===== config.mk =====
export PLATFORM = sky130hd
export DESIGN_NAME = ssc_top
export DESIGN_NICKNAME = d
export VERILOG_FILES = /design/src/design/ssc_pkg.sv /design/src/design/ssc_top.sv
export SDC_FILE = /design/constraint.sdc
export NUM_CORES = 1
export LEC_CHECK = 0
export BUFFER_PORTS_ARGS = -buffer_cell sky130_fd_sc_hd__buf_2
export CAP_MARGIN = 20
export CORE_MARGIN = 2
export CORE_UTILIZATION = 53
export CTS_BUF_LIST = sky130_fd_sc_hd__clkbuf_8
export DETAILED_ROUTE_END_ITERATION = 8
export GPL_TIMING_DRIVEN = 0
export PLACE_DENSITY_LB_ADDON = 0.08
export SYNTH_ARGS = -nofsm -noshare
export SYNTH_HDL_FRONTEND = slang
export SYNTH_SLANG_ARGS = --single-unit

===== constraint.sdc =====
create_clock -name core_clk -period 3.02 [get_ports core_clk]
set_input_delay 0.151 -clock core_clk [delete_from_list [all_inputs] [get_ports core_clk]]
set_output_delay 0.151 -clock core_clk [all_outputs]
set_load 0.01 [all_outputs]

===== src/design/ssc_pkg.sv =====
// Package: constants and types of the serial shift clock generator
package ssc_pkg;
  // Core clock and the four shift clock rates
  localparam int unsigned CORE_CLK_HZ = 40_000_000;
  localparam int unsigned RATE0_HZ    = 75_000;
  localparam int unsigned RATE1_HZ    = 150_000;
  localparam int unsigned RATE2_HZ    = 225_000;
  localparam int unsigned RATE3_HZ    = 450_000;
  localparam int unsigned HALF_W      = 9;
  localparam logic [HALF_W-1:0] HALF0 = HALF_W'(CORE_CLK_HZ / (2 * RATE0_HZ));
  localparam logic [HALF_W-1:0] HALF1 = HALF_W'(CORE_CLK_HZ / (2 * RATE1_HZ));
  localparam logic [HALF_W-1:0] HALF2 = HALF_W'(CORE_CLK_HZ / (2 * RATE2_HZ));
  localparam logic [HALF_W-1:0] HALF3 = HALF_W'(CORE_CLK_HZ / (2 * RATE3_HZ));
  localparam logic [HALF_W-1:0] HALF_ZERO = 9'h000;
  localparam logic [HALF_W-1:0] HALF_ONE  = 9'h001;
  // Longest gap from stretch release to the next edge, rounded down
  localparam int unsigned STRETCH_NS  = 3300;
  localparam logic [HALF_W-1:0] STRETCH_CYC =
    HALF_W'(STRETCH_NS * (CORE_CLK_HZ / 1_000_000) / 1000);
  // Cycles before the synchronised pin reflects our own release
  localparam logic [HALF_W-1:0] SYNC_GUARD = 9'h004;
  // Rate codes
  localparam logic [1:0] RATE_75K  = 2'h0;
  localparam logic [1:0] RATE_150K = 2'h1;
  localparam logic [1:0] RATE_225K = 2'h2;
  localparam logic [1:0] RATE_450K = 2'h3;
  localparam logic [1:0] RATE_RST  = 2'h0;
  // Register indices and byte addresses
  localparam int unsigned CLK_SEL_IDX = 'h39;
  localparam int unsigned CTRL_IDX    = 'h3A;
  localparam int unsigned CMD_IDX     = 'h3B;
  localparam int unsigned STAT_IDX    = 'h3C;
  localparam logic [7:0] CLK_SEL_ADDR = 8'(CLK_SEL_IDX * 4);
  localparam logic [7:0] CTRL_ADDR    = 8'(CTRL_IDX * 4);
  localparam logic [7:0] CMD_ADDR     = 8'(CMD_IDX * 4);
  localparam logic [7:0] STAT_ADDR    = 8'(STAT_IDX * 4);
  // Field positions
  localparam int unsigned RATE_LSB    = 0;
  localparam int unsigned CTRL_MASTER = 0;
  localparam int unsigned CTRL_SIO    = 1;
  localparam int unsigned CTRL_WRQ0   = 2;
  localparam int unsigned CTRL_WRQ1   = 3;
  localparam int unsigned CMD_CANCEL  = 0;
  localparam int unsigned CMD_FORCE   = 1;
  // Clock counter values
  localparam logic [3:0] CNT_ZERO  = 4'h0;
  localparam logic [3:0] CNT_ONE   = 4'h1;
  localparam logic [3:0] CNT_EIGHT = 4'h8;
  localparam logic [3:0] CNT_NINE  = 4'h9;
  // Generator states, Gray along idle-lead-trail
  typedef enum logic [1:0] {
    ST_IDLE  = 2'b00,
    ST_LEAD  = 2'b01,
    ST_TRAIL = 2'b11
  } ssc_state_type;
endpackage


===== src/design/ssc_top.sv =====
// Shift clock generator of serial interface 1 with APB registers
// Operation
// Rate field 00/01/10/11 selects 75, 150, 225 or 450 kHz.
// The generated clock drives the pin only in master mode.
// Once started the clock runs without a break until a wait.
// Bus master mode holds the pin low while waiting.
// Bus forced wait while waiting gives one pulse, nothing counts.
// Forced wait while running stops at the next pulse's end.
// Forced wait stops counting, unless issued with the pin low; here it stops when issued in the lead phase, which is low in serial I/O mode.
// Bus wait cancel while running changes nothing.
// After a slave stretch ends the next edge comes within 3.3 us.
// In slave mode the pin is released and takes the outside level.
// Serial I/O master mode holds the pin high while waiting.
// Serial I/O forced wait while waiting clears the counter.
// Serial I/O wait cancel while running clears the counter.
// Counter counts active pin edges from zero, wraps 9 to 1.
// Wait request bits stop the clock after count eight or nine.
//
// Implementation choice: the APB register port.
module ssc_top
  import ssc_pkg::*;
(
  // Clock and reset
  input  wire logic        core_clk,
  input  wire logic        srst,
  // APB slave
  input  wire logic        psel,
  input  wire logic        penable,
  input  wire logic        pwrite,
  input  wire logic [7:0]  paddr,
  input  wire logic [31:0] pwdata,
  output logic      [31:0] prdata,
  output logic             pready,
  output logic             pslverr,
  // Shift clock pin
  input  wire logic        serial_io_clock_pin_in,
  output logic             serial_io_clock_pin_out,
  output logic             serial_io_clock_pin_oe
);

  logic [1:0]        rate_ff;
  logic              master_select_flag_ff;
  logic              sio_mode_ff;
  logic              wait_request_bit0_ff;
  logic              wait_request_bit1_ff;
  logic              cmd_cancel_ff;
  logic              cmd_force_ff;
  ssc_state_type     st_ff;
  logic [HALF_W-1:0] ph_cnt_ff;
  logic [HALF_W-1:0] half_cyc;
  logic [HALF_W-1:0] ph_lim;
  logic              fw_pend_ff;
  logic              fw_arm_ff;
  logic              cnt_hold_ff;
  logic              single_ff;
  logic              stretch_ff;
  logic [3:0]        cnt_ff;
  logic              pin_meta_ff;
  logic              pin_sync_ff;
  logic              pin_prev_ff;
  logic              pready_ff;
  logic              pslverr_ff;
  logic [31:0]       prdata_ff;
  logic              pin_out_ff;
  logic              pin_oe_ff;
  logic              wr_en;
  logic              rd_take;
  logic              mapped;
  logic [31:0]       rd_mux;
  logic              ph_end;
  logic              hold;
  logic              act_edge;
  logic              cnt_step;
  logic              cnt_clr;
  logic              mode_chg;
  logic              ord_stop;
  logic              lead_stop;
  logic              lvl;

  ////////////////////////////////////////////////////////////////////////
  // APB slave: one wait state, answer registered
  assign rd_take = psel && penable && !pready_ff;
  assign wr_en   = psel && penable && pready_ff && pwrite;
  assign mapped  = (paddr == CLK_SEL_ADDR) || (paddr == CTRL_ADDR) ||
                   (paddr == CMD_ADDR) || (paddr == STAT_ADDR);

  // Read data mux, unused bits read zero
  always_comb begin
    rd_mux = 32'h0000_0000;
    unique case (paddr)
      CLK_SEL_ADDR: rd_mux[RATE_LSB +: 2] = rate_ff;
      CTRL_ADDR: begin
        rd_mux[CTRL_MASTER] = master_select_flag_ff;
        rd_mux[CTRL_SIO]    = sio_mode_ff;
        rd_mux[CTRL_WRQ0]   = wait_request_bit0_ff;
        rd_mux[CTRL_WRQ1]   = wait_request_bit1_ff;
      end
      STAT_ADDR: rd_mux = {24'h00_0000, cnt_ff, 1'b0,
                           cnt_ff == CNT_NINE, cnt_ff == CNT_EIGHT,
                           st_ff == ST_IDLE};
      default: rd_mux = 32'h0000_0000;
    endcase
  end

  // Ready, error and read data
  always_ff @(posedge core_clk) begin
    if (srst) begin
      pready_ff  <= 1'b0;
      pslverr_ff <= 1'b0;
      prdata_ff  <= 32'h0000_0000;
    end else begin
      pready_ff  <= rd_take;
      pslverr_ff <= rd_take && !mapped;
      if (rd_take) begin
        prdata_ff <= pwrite ? 32'h0000_0000 : rd_mux;
      end
    end
  end

  assign pready  = pready_ff;
  assign pslverr = pslverr_ff;
  assign prdata  = prdata_ff;

  ////////////////////////////////////////////////////////////////////////
  // Clock select: rate only, upper bits fixed at zero
  always_ff @(posedge core_clk) begin
    if (srst) begin
      rate_ff <= RATE_RST;
    end else if (wr_en && paddr == CLK_SEL_ADDR) begin
      rate_ff <= pwdata[RATE_LSB +: 2];
    end
  end

  // Mode and wait request bits
  always_ff @(posedge core_clk) begin
    if (srst) begin
      master_select_flag_ff <= 1'b0;
      sio_mode_ff           <= 1'b0;
      wait_request_bit0_ff  <= 1'b0;
      wait_request_bit1_ff  <= 1'b0;
    end else if (wr_en && paddr == CTRL_ADDR) begin
      master_select_flag_ff <= pwdata[CTRL_MASTER];
      sio_mode_ff           <= pwdata[CTRL_SIO];
      wait_request_bit0_ff  <= pwdata[CTRL_WRQ0];
      wait_request_bit1_ff  <= pwdata[CTRL_WRQ1];
    end
  end

  // Wait control commands, one-cycle pulses
  always_ff @(posedge core_clk) begin
    if (srst) begin
      cmd_cancel_ff <= 1'b0;
      cmd_force_ff  <= 1'b0;
    end else begin
      cmd_cancel_ff <= wr_en && paddr == CMD_ADDR && pwdata[CMD_CANCEL];
      cmd_force_ff  <= wr_en && paddr == CMD_ADDR && pwdata[CMD_FORCE];
    end
  end

  ////////////////////////////////////////////////////////////////////////
  // Half period in core cycles for the selected rate
  always_comb begin
    unique case (rate_ff)
      RATE_75K:  half_cyc = HALF0;
      RATE_150K: half_cyc = HALF1;
      RATE_225K: half_cyc = HALF2;
      RATE_450K: half_cyc = HALF3;
    endcase
  end

  // After a stretch the high phase is cut short to meet the bound
  assign ph_lim = (stretch_ff && STRETCH_CYC < half_cyc) ?
                  STRETCH_CYC : half_cyc;
  assign ph_end = ph_cnt_ff >= ph_lim - HALF_ONE;
  assign hold   = st_ff == ST_LEAD && !sio_mode_ff && !pin_sync_ff &&
                  ph_cnt_ff >= SYNC_GUARD;

  // Pin synchroniser; only the second stage and its one-cycle copy are looked at
  // Reset to the released level so no false edge follows reset
  always_ff @(posedge core_clk) begin
    if (srst) begin
      pin_meta_ff <= 1'b1;
      pin_sync_ff <= 1'b1;
      pin_prev_ff <= 1'b1;
    end else begin
      pin_meta_ff <= serial_io_clock_pin_in;
      pin_sync_ff <= pin_meta_ff;
      pin_prev_ff <= pin_sync_ff;
    end
  end

  ////////////////////////////////////////////////////////////////////////
  // Clock counter reads the pin, so it also counts a slave's clock
  assign act_edge = sio_mode_ff ? (pin_prev_ff && !pin_sync_ff) :
                                  (!pin_prev_ff && pin_sync_ff);
  assign cnt_step = act_edge && !cnt_hold_ff &&
                    (st_ff != ST_IDLE || !master_select_flag_ff);
  assign mode_chg = wr_en && paddr == CTRL_ADDR &&
                    pwdata[CTRL_SIO] != sio_mode_ff;
  assign cnt_clr  = mode_chg ||
                    (sio_mode_ff && (cmd_cancel_ff || cmd_force_ff));

  // Clear beats a step in the same cycle
  always_ff @(posedge core_clk) begin
    if (srst) begin
      cnt_ff <= CNT_ZERO;
    end else if (cnt_clr) begin
      cnt_ff <= CNT_ZERO;
    end else if (cnt_step) begin
      cnt_ff <= (cnt_ff == CNT_NINE) ? CNT_ONE : cnt_ff + CNT_ONE;
    end
  end

  ////////////////////////////////////////////////////////////////////////
  // Stop at the end of the lead phase, which is the mode's idle edge
  assign ord_stop  = (wait_request_bit0_ff && cnt_ff == CNT_EIGHT) ||
                     (wait_request_bit1_ff && cnt_ff == CNT_NINE);
  assign lead_stop = single_ff || ord_stop || (fw_pend_ff && fw_arm_ff);

  // Generator state and phase counter
  always_ff @(posedge core_clk) begin
    if (srst || !master_select_flag_ff) begin
      st_ff     <= ST_IDLE;
      ph_cnt_ff <= HALF_ZERO;
    end else begin
      unique case (st_ff)
        ST_IDLE: begin
          // A cancel starts in either mode; a bus force alone gives one pulse
          if (cmd_cancel_ff || (cmd_force_ff && !sio_mode_ff)) begin
            st_ff     <= ST_LEAD;
            ph_cnt_ff <= HALF_ZERO;
          end
        end
        ST_LEAD: begin
          if (ph_end && !hold) begin
            st_ff     <= lead_stop ? ST_IDLE : ST_TRAIL;
            ph_cnt_ff <= HALF_ZERO;
          end else if (!hold) begin
            ph_cnt_ff <= ph_cnt_ff + HALF_ONE;
          end
        end
        ST_TRAIL: begin
          // A cancel here is ignored: running already
          if (ph_end) begin
            st_ff     <= ST_LEAD;
            ph_cnt_ff <= HALF_ZERO;
          end else begin
            ph_cnt_ff <= ph_cnt_ff + HALF_ONE;
          end
        end
        default: begin
          st_ff     <= ST_IDLE;
          ph_cnt_ff <= HALF_ZERO;
        end
      endcase
    end
  end

  // Forced wait, single pulse and stretch bookkeeping
  always_ff @(posedge core_clk) begin
    if (srst || !master_select_flag_ff) begin
      fw_pend_ff  <= 1'b0;
      fw_arm_ff   <= 1'b0;
      cnt_hold_ff <= 1'b0;
      single_ff   <= 1'b0;
      stretch_ff  <= 1'b0;
    end else if (st_ff == ST_IDLE) begin
      fw_pend_ff  <= 1'b0;
      fw_arm_ff   <= 1'b0;
      stretch_ff  <= 1'b0;
      single_ff   <= cmd_force_ff && !sio_mode_ff && !cmd_cancel_ff;
      cnt_hold_ff <= cmd_force_ff && !sio_mode_ff && !cmd_cancel_ff;
    end else begin
      if (cmd_force_ff && !fw_pend_ff) begin
        fw_pend_ff  <= 1'b1;
        fw_arm_ff   <= st_ff == ST_TRAIL || (ph_end && !hold);
        cnt_hold_ff <= st_ff == ST_LEAD;
      end else if (st_ff == ST_LEAD && ph_end && !hold && fw_pend_ff) begin
        fw_arm_ff   <= 1'b1;
      end
      if (st_ff == ST_LEAD && ph_end && !hold) begin
        stretch_ff <= 1'b0;
      end else if (hold) begin
        stretch_ff <= 1'b1;
      end
    end
  end

  ////////////////////////////////////////////////////////////////////////
  // Pin drive: bus mode is open drain, serial I/O is push-pull
  assign lvl = (st_ff == ST_LEAD) ? !sio_mode_ff : sio_mode_ff;

  always_ff @(posedge core_clk) begin
    if (srst || !master_select_flag_ff) begin
      pin_out_ff <= 1'b0;
      pin_oe_ff  <= 1'b0;
    end else if (sio_mode_ff) begin
      pin_out_ff <= lvl;
      pin_oe_ff  <= 1'b1;
    end else begin
      pin_out_ff <= 1'b0;
      pin_oe_ff  <= !lvl;
    end
  end

  assign serial_io_clock_pin_out = pin_out_ff;
  assign serial_io_clock_pin_oe  = pin_oe_ff;

  ////////////////////////////////////////////////////////////////////////
  // Checks
  localparam int A_RESUME_MAX = 134;
endmodule


After elaboration in Yosys (flattened, before gate mapping). Index checks and enable logic that the tools add are counted. Widths: inputs -> output; s select.

Equal/unequal tests: 16. Add/sub/neg operators: 3. Reductions and logical operators: 64. Muxes and demuxes: 24. Order comparisons: 3. Bitwise logic cells: 1.

Operators by type and width (count): $mux 9 (5); $pmux 9 s4 (1); $eq 8x8->1 const B (4); $mux 32 (1); $logic_and 1x1->1 (30); $pmux 9 s3 (1); $logic_or 1x1->1 (12); $pmux 2 s3 (2); $logic_not 1->1 (11); $add 9x1->9 const B (1); $ge 9x3->1 const B (1); $ge 9x9->1 (1); $lt 8x9->1 const A (1); $sub 9x1->9 const B (1); $eq 4x4->1 const B (2); $mux 2 (4); $mux 4 (2); $mux 1 (7); $eq 2x2->1 const B (3); $ne 2x2->1 const B (3); $reduce_bool 2->1 (3); $reduce_or 2->1 (3); $add 4x1->4 const B (1); $eq 2x1->1 const B (2); other kinds (8) (9).

Bits of input ports: 46. Register bits after elaboration: 67.

Longest topological paths before layout. Gate-level depths: netlist of the first run.

Word-level depth: 12. Depth in mapped cells: 14.

Worst setup path before layout of the first run. Ideal clock, no wire load.

Kind: register -> register. Start: register rate_ff[1]. End: register st_ff[0]. Path slack: 0.358 ns. Path buffers: 1. Stages on the path, launching flop included: 12. Arrival time: 2.591 ns. Library setup time: 0.072 ns. Cells stage by stage: dfxtp_1 > clkbuf_1 > or3_1 > ha_1 > xor2_1 > ha_1 > o21a_1 > o31ai_1 > a211oi_1 > o21bai_2 > a21oi_2 > mux2i_1.

Longest elaborated chain between the ends: 10. Elaborated cells between the ends (all ways): 14. Classes of those cells: add/sub: 1; order compare: 2; eq/ne: 5; mux: 2; reduce/logical: 4.

Ends and longest elaborated chain: start: declaration (RTL line ssc_top.sv:41) `logic [1:0] rate_ff;`; start signal: assignment (RTL line ssc_top.sv:130) `rate_ff <= pwdata[RATE_LSB +: 2];`; $eq 2x2->1 (tied with other cells) (RTL line ssc_top.sv:163) `unique case (rate_ff)`; $pmux 9 s4 (*) (RTL line ssc_top.sv:163); $lt 8x9->1 (RTL line ssc_top.sv:172) `assign ph_lim = (stretch_ff && STRETCH_CYC < half_cyc) ?`; $logic_and 1x1->1 (RTL line ssc_top.sv:172); $mux 9 (*) (RTL line ssc_top.sv:172); $sub 9x1->9 (*) (RTL line ssc_top.sv:174) `assign ph_end = ph_cnt_ff >= ph_lim - HALF_ONE;`; $ge 9x9->1 (*) (RTL line ssc_top.sv:174); $logic_and 1x1->1 (RTL line ssc_top.sv:235) `if (ph_end && !hold) begin`; $ne 2x2->1 (no line); $reduce_and 3->1 (no line) (*); end signal: assignment (RTL line ssc_top.sv:236) `st_ff <= lead_stop ? ST_IDLE : ST_TRAIL;`; end: declaration (RTL line ssc_top.sv:48) `ssc_state_type st_ff;`.

Mark *: on every way between the ends. The rest lies on a longest branch, timed or not. A chain may end at the register's enable or synchronous reset.

Worst setup path in the final report of the first run.
Start: register stretch_ff. End: register ph_cnt_ff[7].

Longest elaborated chain between the ends: 7. Elaborated cells between the ends (all ways): 10. Classes of those cells: add/sub: 1; order compare: 1; eq/ne: 1; mux: 4; reduce/logical: 3.

Ends and longest elaborated chain: start: declaration (RTL line ssc_top.sv:56) `logic stretch_ff;`; start signal: assignment (RTL line ssc_top.sv:266) `stretch_ff <= 1'b0;`; start signal: assignment (RTL line ssc_top.sv:270) `stretch_ff <= 1'b0;`; start signal: assignment (RTL line ssc_top.sv:282) `stretch_ff <= 1'b0;`; $logic_and 1x1->1 (*) (RTL line ssc_top.sv:172); $mux 9 (*) (RTL line ssc_top.sv:172); $sub 9x1->9 (*) (RTL line ssc_top.sv:174); $ge 9x9->1 (*) (RTL line ssc_top.sv:174); $logic_and 1x1->1 (RTL line ssc_top.sv:235); $mux 9 / $ne 3x3->1 (equally long branches); $pmux 9 s3 / $reduce_and 2->1 (equally long branches); end signal: assignment (RTL line ssc_top.sv:239) `ph_cnt_ff <= ph_cnt_ff + HALF_ONE;`; end signal: assignment (RTL line ssc_top.sv:248) `ph_cnt_ff <= ph_cnt_ff + HALF_ONE;`; end: declaration (RTL line ssc_top.sv:49) `logic [HALF_W-1:0] ph_cnt_ff;`.

Marked as above.

==> results of run 1 <==
[power groups by stage]
stage / combinational, mW / clock (mW) / sequential, mW
after floorplan: 0.0636 / 0 / 0.585
after global placement: 0.0830 / 0 / 0.585
after detailed placement: 0.0833 / 0 / 0.585
after CTS: 0.0834 / 0.390 / 0.572
after global routing: 0.0938 / 0.415 / 0.573
final: 0.0844 / 0.384 / 0.572
[worst max-delay path, stage by stage, from the launching register on]
cell,delay (ps)
dfxtp_1,380
or3_1,390
ha_1,300
ha_1,280
nor2b_1,130
o31ai_1,350
a21oi_1,180
o31ai_4,420
nand4_1,180
a31oi_1,200
[flip-flops by register name, indices dropped and copies added, names as in the netlist, 2 cells and up]
register   cells
prdata         8
ph_cnt_ff      9
st_ff          2
rate_ff        2
cnt_ff         4
[per-layer routing]
layer,up-vias,track usage [%],part of all wire (%)
li1,1157,-,-
met1,1017,30.9,49
met2,55,31.2,45
met3,9,3.75,4.5
met4,0,8.73,1.6
met5,-,0,0
[placed cells by master (no fill, tap or decap), types with 2 or more instances in the layout]
master      count
nand4_1         5
o21ai_0         9
or3_1           2
o21a_1          4
inv_1          13
mux2i_1         7
a21oi_1        15
a31oi_1         5
or2_2           4
buf_2          28
nor3b_1         4
buf_4          24
clkbuf_8        6
xnor2_1         3
nand3b_1        4
dfxtp_1        41
clkbuf_1        3
nor2_1         46
a22oi_1         5
nand2_1        26
nand3_1        11
a2bb2oi_1       2
nor2b_1         6
conb_1         24
nor3_1         14
clkinvlp_4      2
ha_1           19
dfxtp_2         2
xor2_1          5
nand2b_1        6
[worst max-delay path by stage]
stage	slack, ps	to
after floorplan	360	st_ff[0]$_SDFFE_PP0P_
after global placement	40	st_ff[1]$_SDFFE_PP0P_
after detailed placement	0.05	st_ff[1]$_SDFFE_PP0P_
after CTS	80	ph_cnt_ff[2]$_SDFFE_PP0P_
after global routing	-7	ph_cnt_ff[5]$_SDFFE_PP0P_
final	140	ph_cnt_ff[7]$_SDFFE_PP0P_
[metrics by stage]
stage | TNS [ps] | instances | setup WS [ps]
2_1_floorplan | 0 | 341 | 358
3_3_place_gp | 0 | 434 | 41.0
3_5_place_dp | 0 | 434 | 0.0504
4_1_cts | 0 | 442 | 75.7
5_1_grt | -7.03 | 440 | -7.03
6_report | 0 | 440 | 138
[cell type report]
cell class | instances | share of cell area [%]
flip-flops and latches | 43 | 28.3
multi-input cells | 251 | 52.6
inverters | 13 | 1.60
plain buffers | 32 | 7.54
clock buffers | 5 | 2.25
clock inverters | 3 | 0.778
repair buffers | 26 | 4.26
well taps | 67 | 2.74
[cells by family (layout without fill, tap and decap cells)]
| family | count (synthesis) | in the layout | synth area share, % |
|---|---|---|---|
| AND/OR/NAND/NOR | 139 | 139 | 27.7 |
| AO/OA/AOI/OAI | 53 | 53 | 14.2 |
| buffers and inverters | 47 | 79 | 10.8 |
| flip-flops | 43 | 43 | 32.5 |
| adder cells (fa/ha/maj) | 19 | 19 | 8.98 |
| XOR/XNOR | 8 | 8 | 2.65 |
| multiplexers | 8 | 8 | 3.07 |
| other | 1 | 24 | 0.142 |
[what timing repair did]
item,CTS,global route
gates resized for setup,1,4
setup endpoints to repair,2,13
cloned,0,0
==> results.yml, run 1 <==
worst_setup_path:
  critPathArrivalTime_ps: 3110
  crit_type: "flip-flop to flip-flop"
  crit_start: "stretch_ff$_SDFFE_PP0P_"
  endpoint_kind: "flip-flop"
  r2r-end: "ph_cnt_ff[7]$_SDFFE_PP0P_"
  reg2reg_slack_ps: 140
  reg2reg_depth: 9
  cp-start-kind: "flip-flop"
  timing.rr.start: "stretch_ff$_SDFFE_PP0P_"
  critPathMaxFanout: 6
  worstPathRequired_ps: 3250
final_layout:
  final_area_um2: 3050
  ff_latch_area_um2: 863
  n_antenna_cell: 0
  area_delta_synth_final_pct: 15.3
  utilization_pct: 63.8
  multi_input_area_um2: 1610
  n_fill_cell: 453
  layout-drive-gt1-share_pct: 22.0
  fin_nets: 437
global_route:
  grt_usage_pct: 21.2
  grt_max_degree: 16
  grt_pass1_vias: 1978
  antenna_found_initial: 0
  overflow: 0
  grt_pass1_wl_um: 9130
min_path:
  min_to: "pin_meta_ff$_SDFF_PP1_"
  hp-class: "primary input to flip-flop"
  worstHoldStart: "serial_io_clock_pin_in"
  hold_depth: 2
placement:
  port_buffers: 26
  gp_congestion: 0.856
  dpl_cell_area_um2: 2950
  hpwl_um: 4210
clock_tree:
  holdBufCountCts: 0
  worstSkewPairLatency_ps: 300
  htree_levels: 2
  cts_tree: "yes"
  clkSlewWorstSetupHoldPaths_ps: 90
  cts_buffer_depth: 2
  cts_buffers: 5
  cts_root_buf: "clkbuf_8"
  cts_num_sinks: 43
  cts_setup_buffers: 0
timing:
  post-route-period-util_pct: 95.4
  tightest_slew_ps: 765
  fin_skew_ps: 4.77
  setup_violations: 0
  grt_setup_unrepaired: "true"
  max_freq_mhz: 347
  slew_headroom_pct: 48.9
  drv_slew: 0
  finalHoldViolations: 0
  whs_ps: 26.9
  period_needed_ps: 2880
drt:
  drt_first_pass_iters: 4
  drt_iter0_drc: 107
  wl_um: 5460
  via_per_inst: 5.09
  detail_route.wl_per_cell_um: 12.4
  ant_nets: 0
  drc: 0
  vias: 2238
power:
  fin_total_pwr_mw: 1.04
  power.internal_mw: 0.775
  swShare_pct: 25.5
  powerDensity_nw_per_um2: 341
  ir_worst_vdd_v: 0.000280
  power_frac_clock_pct: 36.9
  power.leakage_nw: 1.29
  p_comb_share_pct: 8.1
  seqPwrFrac_pct: 55.0
  p_switching_mw: 0.265
floorplanning:
  chipHeight_um: 74.7
  die_w_um: 74.7
  initial_utilization_pct: 55.3
  die_area_um2: 5580
  top_level_ports: 82
  rows: 25
  coreArea_um2: 4790
synthesis:
  synth_area_leaders: "dfxtp_1 (32%), ha_1 (9.0%), buf_4 (6.8%), nor2_1 (6.5%), nand2_1 (3.7%)"
  asyncSetResetFlopFracSynth_pct: 0
  avgSynthCellArea_um2: 8.33
  synthTopCellsByCount: "nor2_1 (46), dfxtp_1 (43), nand2_1 (26)"
  synth_edf_count: 0
  ys.flop_type: "dfxtp_1"
  synth_top_area_share_pct: 32.5
  ys.warnings.count: 0
  synth.largest_area_cell: "dfxtp_1"
  syn_area_um2: 2650
  synth-seq-cells: 43
  synth_cell_types: 54
  synth.most_common_cell: "nor2_1"
  yosysSeqAreaShare_pct: 32.5
  synthCells: 318
outcome:
  status: "completed"
job:
  maxCapViolCount: 0
(Power assumes the default switching activity.)
==> run 2: changes to the inputs <==
--- a/config.mk
+++ b/config.mk
@@ -5,7 +5,7 @@
 export SDC_FILE = /design/constraint.sdc
 export NUM_CORES = 1
 export LEC_CHECK = 0
-export BUFFER_PORTS_ARGS = -buffer_cell sky130_fd_sc_hd__buf_2
+export BUFFER_PORTS_ARGS = -buffer_cell sky130_fd_sc_hd__clkbuf_2
 export CAP_MARGIN = 20
 export CORE_MARGIN = 2
 export CORE_UTILIZATION = 53
==> results.yml, run 2 (same netlist as run 1, synthesis figures left out) <==
outcome:
  status: "completed"
min_path:
  worstHoldStart: "serial_io_clock_pin_in"
  min_to: "pin_meta_ff$_SDFF_PP1_"
  hold_depth: 2
  hp-class: "primary input to flip-flop"
worst_setup_path:
  critPathArrivalTime_ps: 3050
  critPathMaxFanout: 10
  timing.rr.start: "rate_ff[1]$_SDFFE_PP0P_"
  endpoint_kind: "flip-flop"
  reg2reg_slack_ps: 190
  crit_type: "flip-flop to flip-flop"
  cp-start-kind: "flip-flop"
  r2r-end: "ph_cnt_ff[2]$_SDFFE_PP0P_"
  worstPathRequired_ps: 3240
  reg2reg_depth: 9
final_layout:
  largest_reg_flops: 9
  layout-drive-gt1-share_pct: 21.7
  stdcell_count: 440
  regMostFlops: "ph_cnt_ff"
  mostFrequentLayoutCell: "nor2_1"
  area_delta_synth_final_pct: 16.1
  mostFrequentLayoutCells: "nor2_1 (46), dfxtp_1 (42), nand2_1 (26), clkbuf_2 (26)"
  fin_nets: 437
  n_antenna_cell: 0
  utilization_pct: 64.3
power:
  power_frac_clock_pct: 41.5
  power.internal_mw: 0.859
  powerDensity_nw_per_um2: 365
  swShare_pct: 23.6
  power.leakage_nw: 1.30
  p_switching_mw: 0.265
  seqPwrFrac_pct: 50.9
  p_comb_share_pct: 7.6
  ir_worst_vdd_v: 0.000328
drt:
  detail_route.wl_per_cell_um: 12.4
  via_per_inst: 5.23
  drc: 0
  drt_first_pass_iters: 4
  wl_um: 5450
  drt_iter0_drc: 118
  vias: 2301
  ant_nets: 0
floorplanning:
  coreArea_um2: 4790
  die_w_um: 74.7
  initial_utilization_pct: 55.3
  top_level_ports: 82
  rows: 25
  die_area_um2: 5580
  chipHeight_um: 74.7
clock_tree:
  cts_resized: 1
  htree_levels: 2
  cts_tree: "yes"
  cts_num_sinks: 43
  cts_buffer_depth: 2
  holdBufCountCts: 0
  worstSkewPairLatency_ps: 300
  cts_setup_buffers: 0
  cts_root_buf: "clkbuf_8"
  cts_buffers: 5
  clkSlewWorstSetupHoldPaths_ps: 90
timing:
  tightest_slew_ps: 750
  finalHoldViolations: 0
  drv_slew: 0
  grt_setup_unrepaired: "false"
  period_needed_ps: 2830
  setup_violations: 0
  post-route-period-util_pct: 93.6
  slew_headroom_pct: 49.9
  fin_skew_ps: 9.36
  max_freq_mhz: 354
placement:
  port_buffers: 26
  hpwl_um: 4260
  gp_congestion: 0.857
  place_inst: 434
global_route:
  overflow: 0
  grt_max_degree: 16
  antenna_found_initial: 0
  grt_pass1_vias: 2022
  grt_usage_pct: 20.9
  grt_pass1_wl_um: 9040
job:
  maxCapViolCount: 0
-- run 2: cell count changes in the layout (fill, tap and decap cells not counted) --
| cell | before | now |
|---|---|---|
| clkinvlp_4 | 2 | 1 |
| buf_2 | 28 | 2 |
| bufinv_16 | 0 | 1 |
| dfxtp_2 | 2 | 1 |
| clkbuf_2 | 0 | 26 |
| dfxtp_1 | 41 | 42 |
-- run 2: through the flow --
step	power [mW]	area (um2)	hold WS [ps]	setup TNS (ps)	worst slack (ps)
floorplan	0.649	2740	255	0	358
global placement	0.668	2950	335	0	39.8
detailed placement	0.669	2950	339	-3.06	-3.06
CTS	1.13	3070	18.8	0	73.4
global route	1.16	3080	15.4	0	6.01
finish	1.12	3080	24.9	0	193
-- run 2: power groups by stage --
| stage | Sequential [mW] | Combinational (mW) | Clock [mW] |
|---|---|---|---|
| 2_1_floorplan | 0.585 | 0.0636 | 0 |
| 3_3_place_gp | 0.585 | 0.0829 | 0 |
| 3_5_place_dp | 0.585 | 0.0838 | 0 |
| 4_1_cts | 0.572 | 0.0839 | 0.470 |
| 5_1_grt | 0.572 | 0.0948 | 0.494 |
| 6_report | 0.572 | 0.0850 | 0.467 |
-- run 2: worst max path at each step --
stage                       startpoint  depth (start not counted)  slack (ps)                   endpoint
6_report       rate_ff[1]$_SDFFE_PP0P_                          9         190  ph_cnt_ff[2]$_SDFFE_PP0P_
3_3_place_gp   rate_ff[1]$_SDFFE_PP0P_                         11          40      st_ff[1]$_SDFFE_PP0P_
3_5_place_dp   rate_ff[1]$_SDFFE_PP0P_                         12          -3      st_ff[0]$_SDFFE_PP0P_
5_1_grt        rate_ff[1]$_SDFFE_PP0P_                          9           6  ph_cnt_ff[2]$_SDFFE_PP0P_
2_1_floorplan  rate_ff[1]$_SDFFE_PP0P_                         11         360      st_ff[0]$_SDFFE_PP0P_
4_1_cts        rate_ff[1]$_SDFFE_PP0P_                         12          70      st_ff[0]$_SDFFE_PP0P_
-- run 2: final cells by class --
class	instances	area, um2
buffer	32	230
clock buffer	5	68.8
clock inverter	3	46.3
fill	436	1710
inverter	13	48.8
multi-input combinational	251	1610
sequential	43	862
tap	67	83.8
timing repair buffer	26	130
-- run 2: critical path, cell delays in order (launching register included) --
cell,delay (ps)
dfxtp_1,410
or3_1,380
ha_1,300
ha_1,290
nor2b_1,130
o31ai_1,300
a21oi_1,160
o31ai_4,410
a21oi_4,150
nor3_1,220
-- run 2: layer usage --
metal	track usage, %	part of all wire [%]	up-vias
met1	29.0	49	1055
met3	4.02	5.8	7
li1	-	-	1168
met2	32.5	44	71
met5	0	0	-
met4	7.54	1.5	0
==> run 3: changes to the inputs <==
--- a/config.mk
+++ b/config.mk
@@ -9,7 +9,7 @@
 export CAP_MARGIN = 20
 export CORE_MARGIN = 2
 export CORE_UTILIZATION = 53
-export CTS_BUF_LIST = sky130_fd_sc_hd__clkbuf_8
+export CTS_BUF_LIST = sky130_fd_sc_hd__clkbuf_2
 export DETAILED_ROUTE_END_ITERATION = 8
 export GPL_TIMING_DRIVEN = 0
 export PLACE_DENSITY_LB_ADDON = 0.08
==> results.yml, run 3 (same netlist as run 1, synthesis figures left out) <==
outcome:
  status: "completed"
worst_setup_path:
  crit_cells: 9
  timing.rr.start: "rate_ff[1]$_SDFFE_PP0P_"
  path_common_cell: "ha_1"
  critPathArrivalTime_ps: 3190
  slowest_stage: "dfxtp_1"
  endpoint: "ph_cnt_ff[2]$_SDFFE_PP0P_"
  crit_type: "flip-flop to flip-flop"
  r2r-end: "ph_cnt_ff[2]$_SDFFE_PP0P_"
  worstPathRequired_ps: 3380
  cp-start-kind: "flip-flop"
  path_delay_family: "compound AO/OA/AOI/OAI gates"
  reg2reg_slack_ps: 190
  crit_chain: "or3_1, ha_1, ha_1, nor2b_1, o31ai_1, a21oi_1, o31ai_4, a21oi_4, nor3_1"
  reg2reg_depth: 9
  crit_start: "rate_ff[1]$_SDFFE_PP0P_"
  endpoint_kind: "flip-flop"
  max_stage_delay_ps: 450
  cp.buffers_inverters: 0
  critPathMaxFanout: 10
timing:
  worst_slack_ps: 187
  drv_slew: 0
  period_needed_ps: 2830
  setup_violations: 0
  slew_headroom_pct: 50.4
  post-route-period-util_pct: 93.8
  tightest_slew_ps: 743
  fin_skew_ps: 34.1
  max_freq_mhz: 353
  finalHoldViolations: 0
min_path:
  hp-class: "primary input to flip-flop"
drt:
  ant_nets: 0
  wl_um: 5520
  via_per_inst: 5.21
  m1WireLength_um: 2660
  vias: 2318
  drt_iter0_drc: 117
  top_layer_used: "met4"
  drt_first_pass_iters: 4
  detail_route.wl_per_cell_um: 12.4
  dr_wl_met2_um: 2470
  wl_met3_um: 328
  drc: 0
floorplanning:
  die_area_um2: 5580
  coreArea_um2: 4790
  top_level_ports: 82
  die_w_um: 74.7
  rows: 25
  chipHeight_um: 74.7
  initial_utilization_pct: 55.3
clock_tree:
  cts_num_sinks: 43
  cts_buffers: 5
  cts_tree: "yes"
  clkSlewWorstSetupHoldPaths_ps: 260
  worstSkewPairLatency_ps: 430
  htree_levels: 2
  cts_root_buf: "clkbuf_2"
  cts_buffer_depth: 2
final_layout:
  mostFrequentLayoutCell: "nor2_1"
  mostFrequentLayoutCells: "nor2_1 (46), dfxtp_1 (42), clkbuf_2 (31), nand2_1 (26)"
  regMostFlops: "ph_cnt_ff"
  multi_input_area_um2: 1610
  fin_nets: 442
  stdcell_count: 445
  ff_latch_area_um2: 862
  largest_reg_flops: 9
  layout-drive-gt1-share_pct: 21.4
  area_delta_synth_final_pct: 16.3
  utilization_pct: 64.4
  n_fill_cell: 440
  n_antenna_cell: 0
global_route:
  grt_pass1_wl_um: 9100
  overflow: 0
  grt_pass1_vias: 2054
  antenna_found_initial: 0
  grt_max_degree: 16
  grt_usage_pct: 21.1
job:
  maxCapViolCount: 0
placement:
  gp_congestion: 0.857
  place_inst: 434
  dp_worst_setup_slack_ps: -3.06
  hpwl_um: 4260
  port_buffers: 26
power:
  powerDensity_nw_per_um2: 330
  ir_worst_vdd_v: 0.000238
  power.leakage_nw: 1.30
  fin_total_pwr_mw: 1.02
## run 3: cell types whose count changed in the layout (fill, tap and decap cells not counted), sizes merged
cell / delta
dlygate4sd3: +5
## run 3: stage by stage
stage                     TNS, ps  hold WS, ps  area [um2]
after floorplan                 0          255        2740
after global placement          0          335        2950
after detailed placement    -3.06          339        2950
after CTS                       0         28.2        3080
after global routing      -0.0271         51.0        3080
final                           0         39.5        3080
## run 3: area by class of cell
type / instances / share of cell area (%)
Buffer: 32 / 7.47
Clock buffer: 5 / 0.812
Clock inverter: 3 / 1.50
Inverter: 13 / 1.58
Multi-Input combinational cell: 251 / 52.1
Sequential cell: 43 / 28.0
Tap cell: 67 / 2.72
Timing Repair Buffer: 31 / 5.85
## run 3: how the worst min path moves through the flow
stage | end | startpoint | cells past startpoint | slack (ps)
after global placement | pin_meta_ff$_SDFF_PP1_ | serial_io_clock_pin_in | 2 | 340
after detailed placement | pin_meta_ff$_SDFF_PP1_ | serial_io_clock_pin_in | 2 | 340
after CTS | cmd_force_ff$_SDFF_PP0_ | paddr[3] | 3 | 30
after global routing | cmd_force_ff$_SDFF_PP0_ | paddr[3] | 3 | 50
final | cmd_force_ff$_SDFF_PP0_ | paddr[3] | 3 | 40
after floorplan | pin_meta_ff$_SDFF_PP1_ | serial_io_clock_pin_in | 1 | 250
## run 3: metal layers
layer	up-vias	global-route usage (%)
met4	0	6.94
met2	73	34.1
met3	5	4.15
met1	1067	28.5
li1	1173	-
met5	-	0
## run 3: power by group
part	total (mW)	leakage [nW]	switching, mW	internal (mW)
Combinational	0.0901	0.917	0.0461	0.0441
Clock	0.352	0.0396	0.210	0.142
Sequential	0.575	0.348	0.00238	0.572
## run 3: what timing repair did
item,in CTS,in global routing
endpoints found under the hold margin,7,0
resized for setup,1,3
setup endpoints to repair,1,13
buffers inserted,0,0
cloned,0,0
hold buffers,5,0
## run 3: tightest hold or removal path, delay by kind of cell
family | cells | cell delay [ps]
buf+inv | 1 | 160
simple gates | 2 | 150
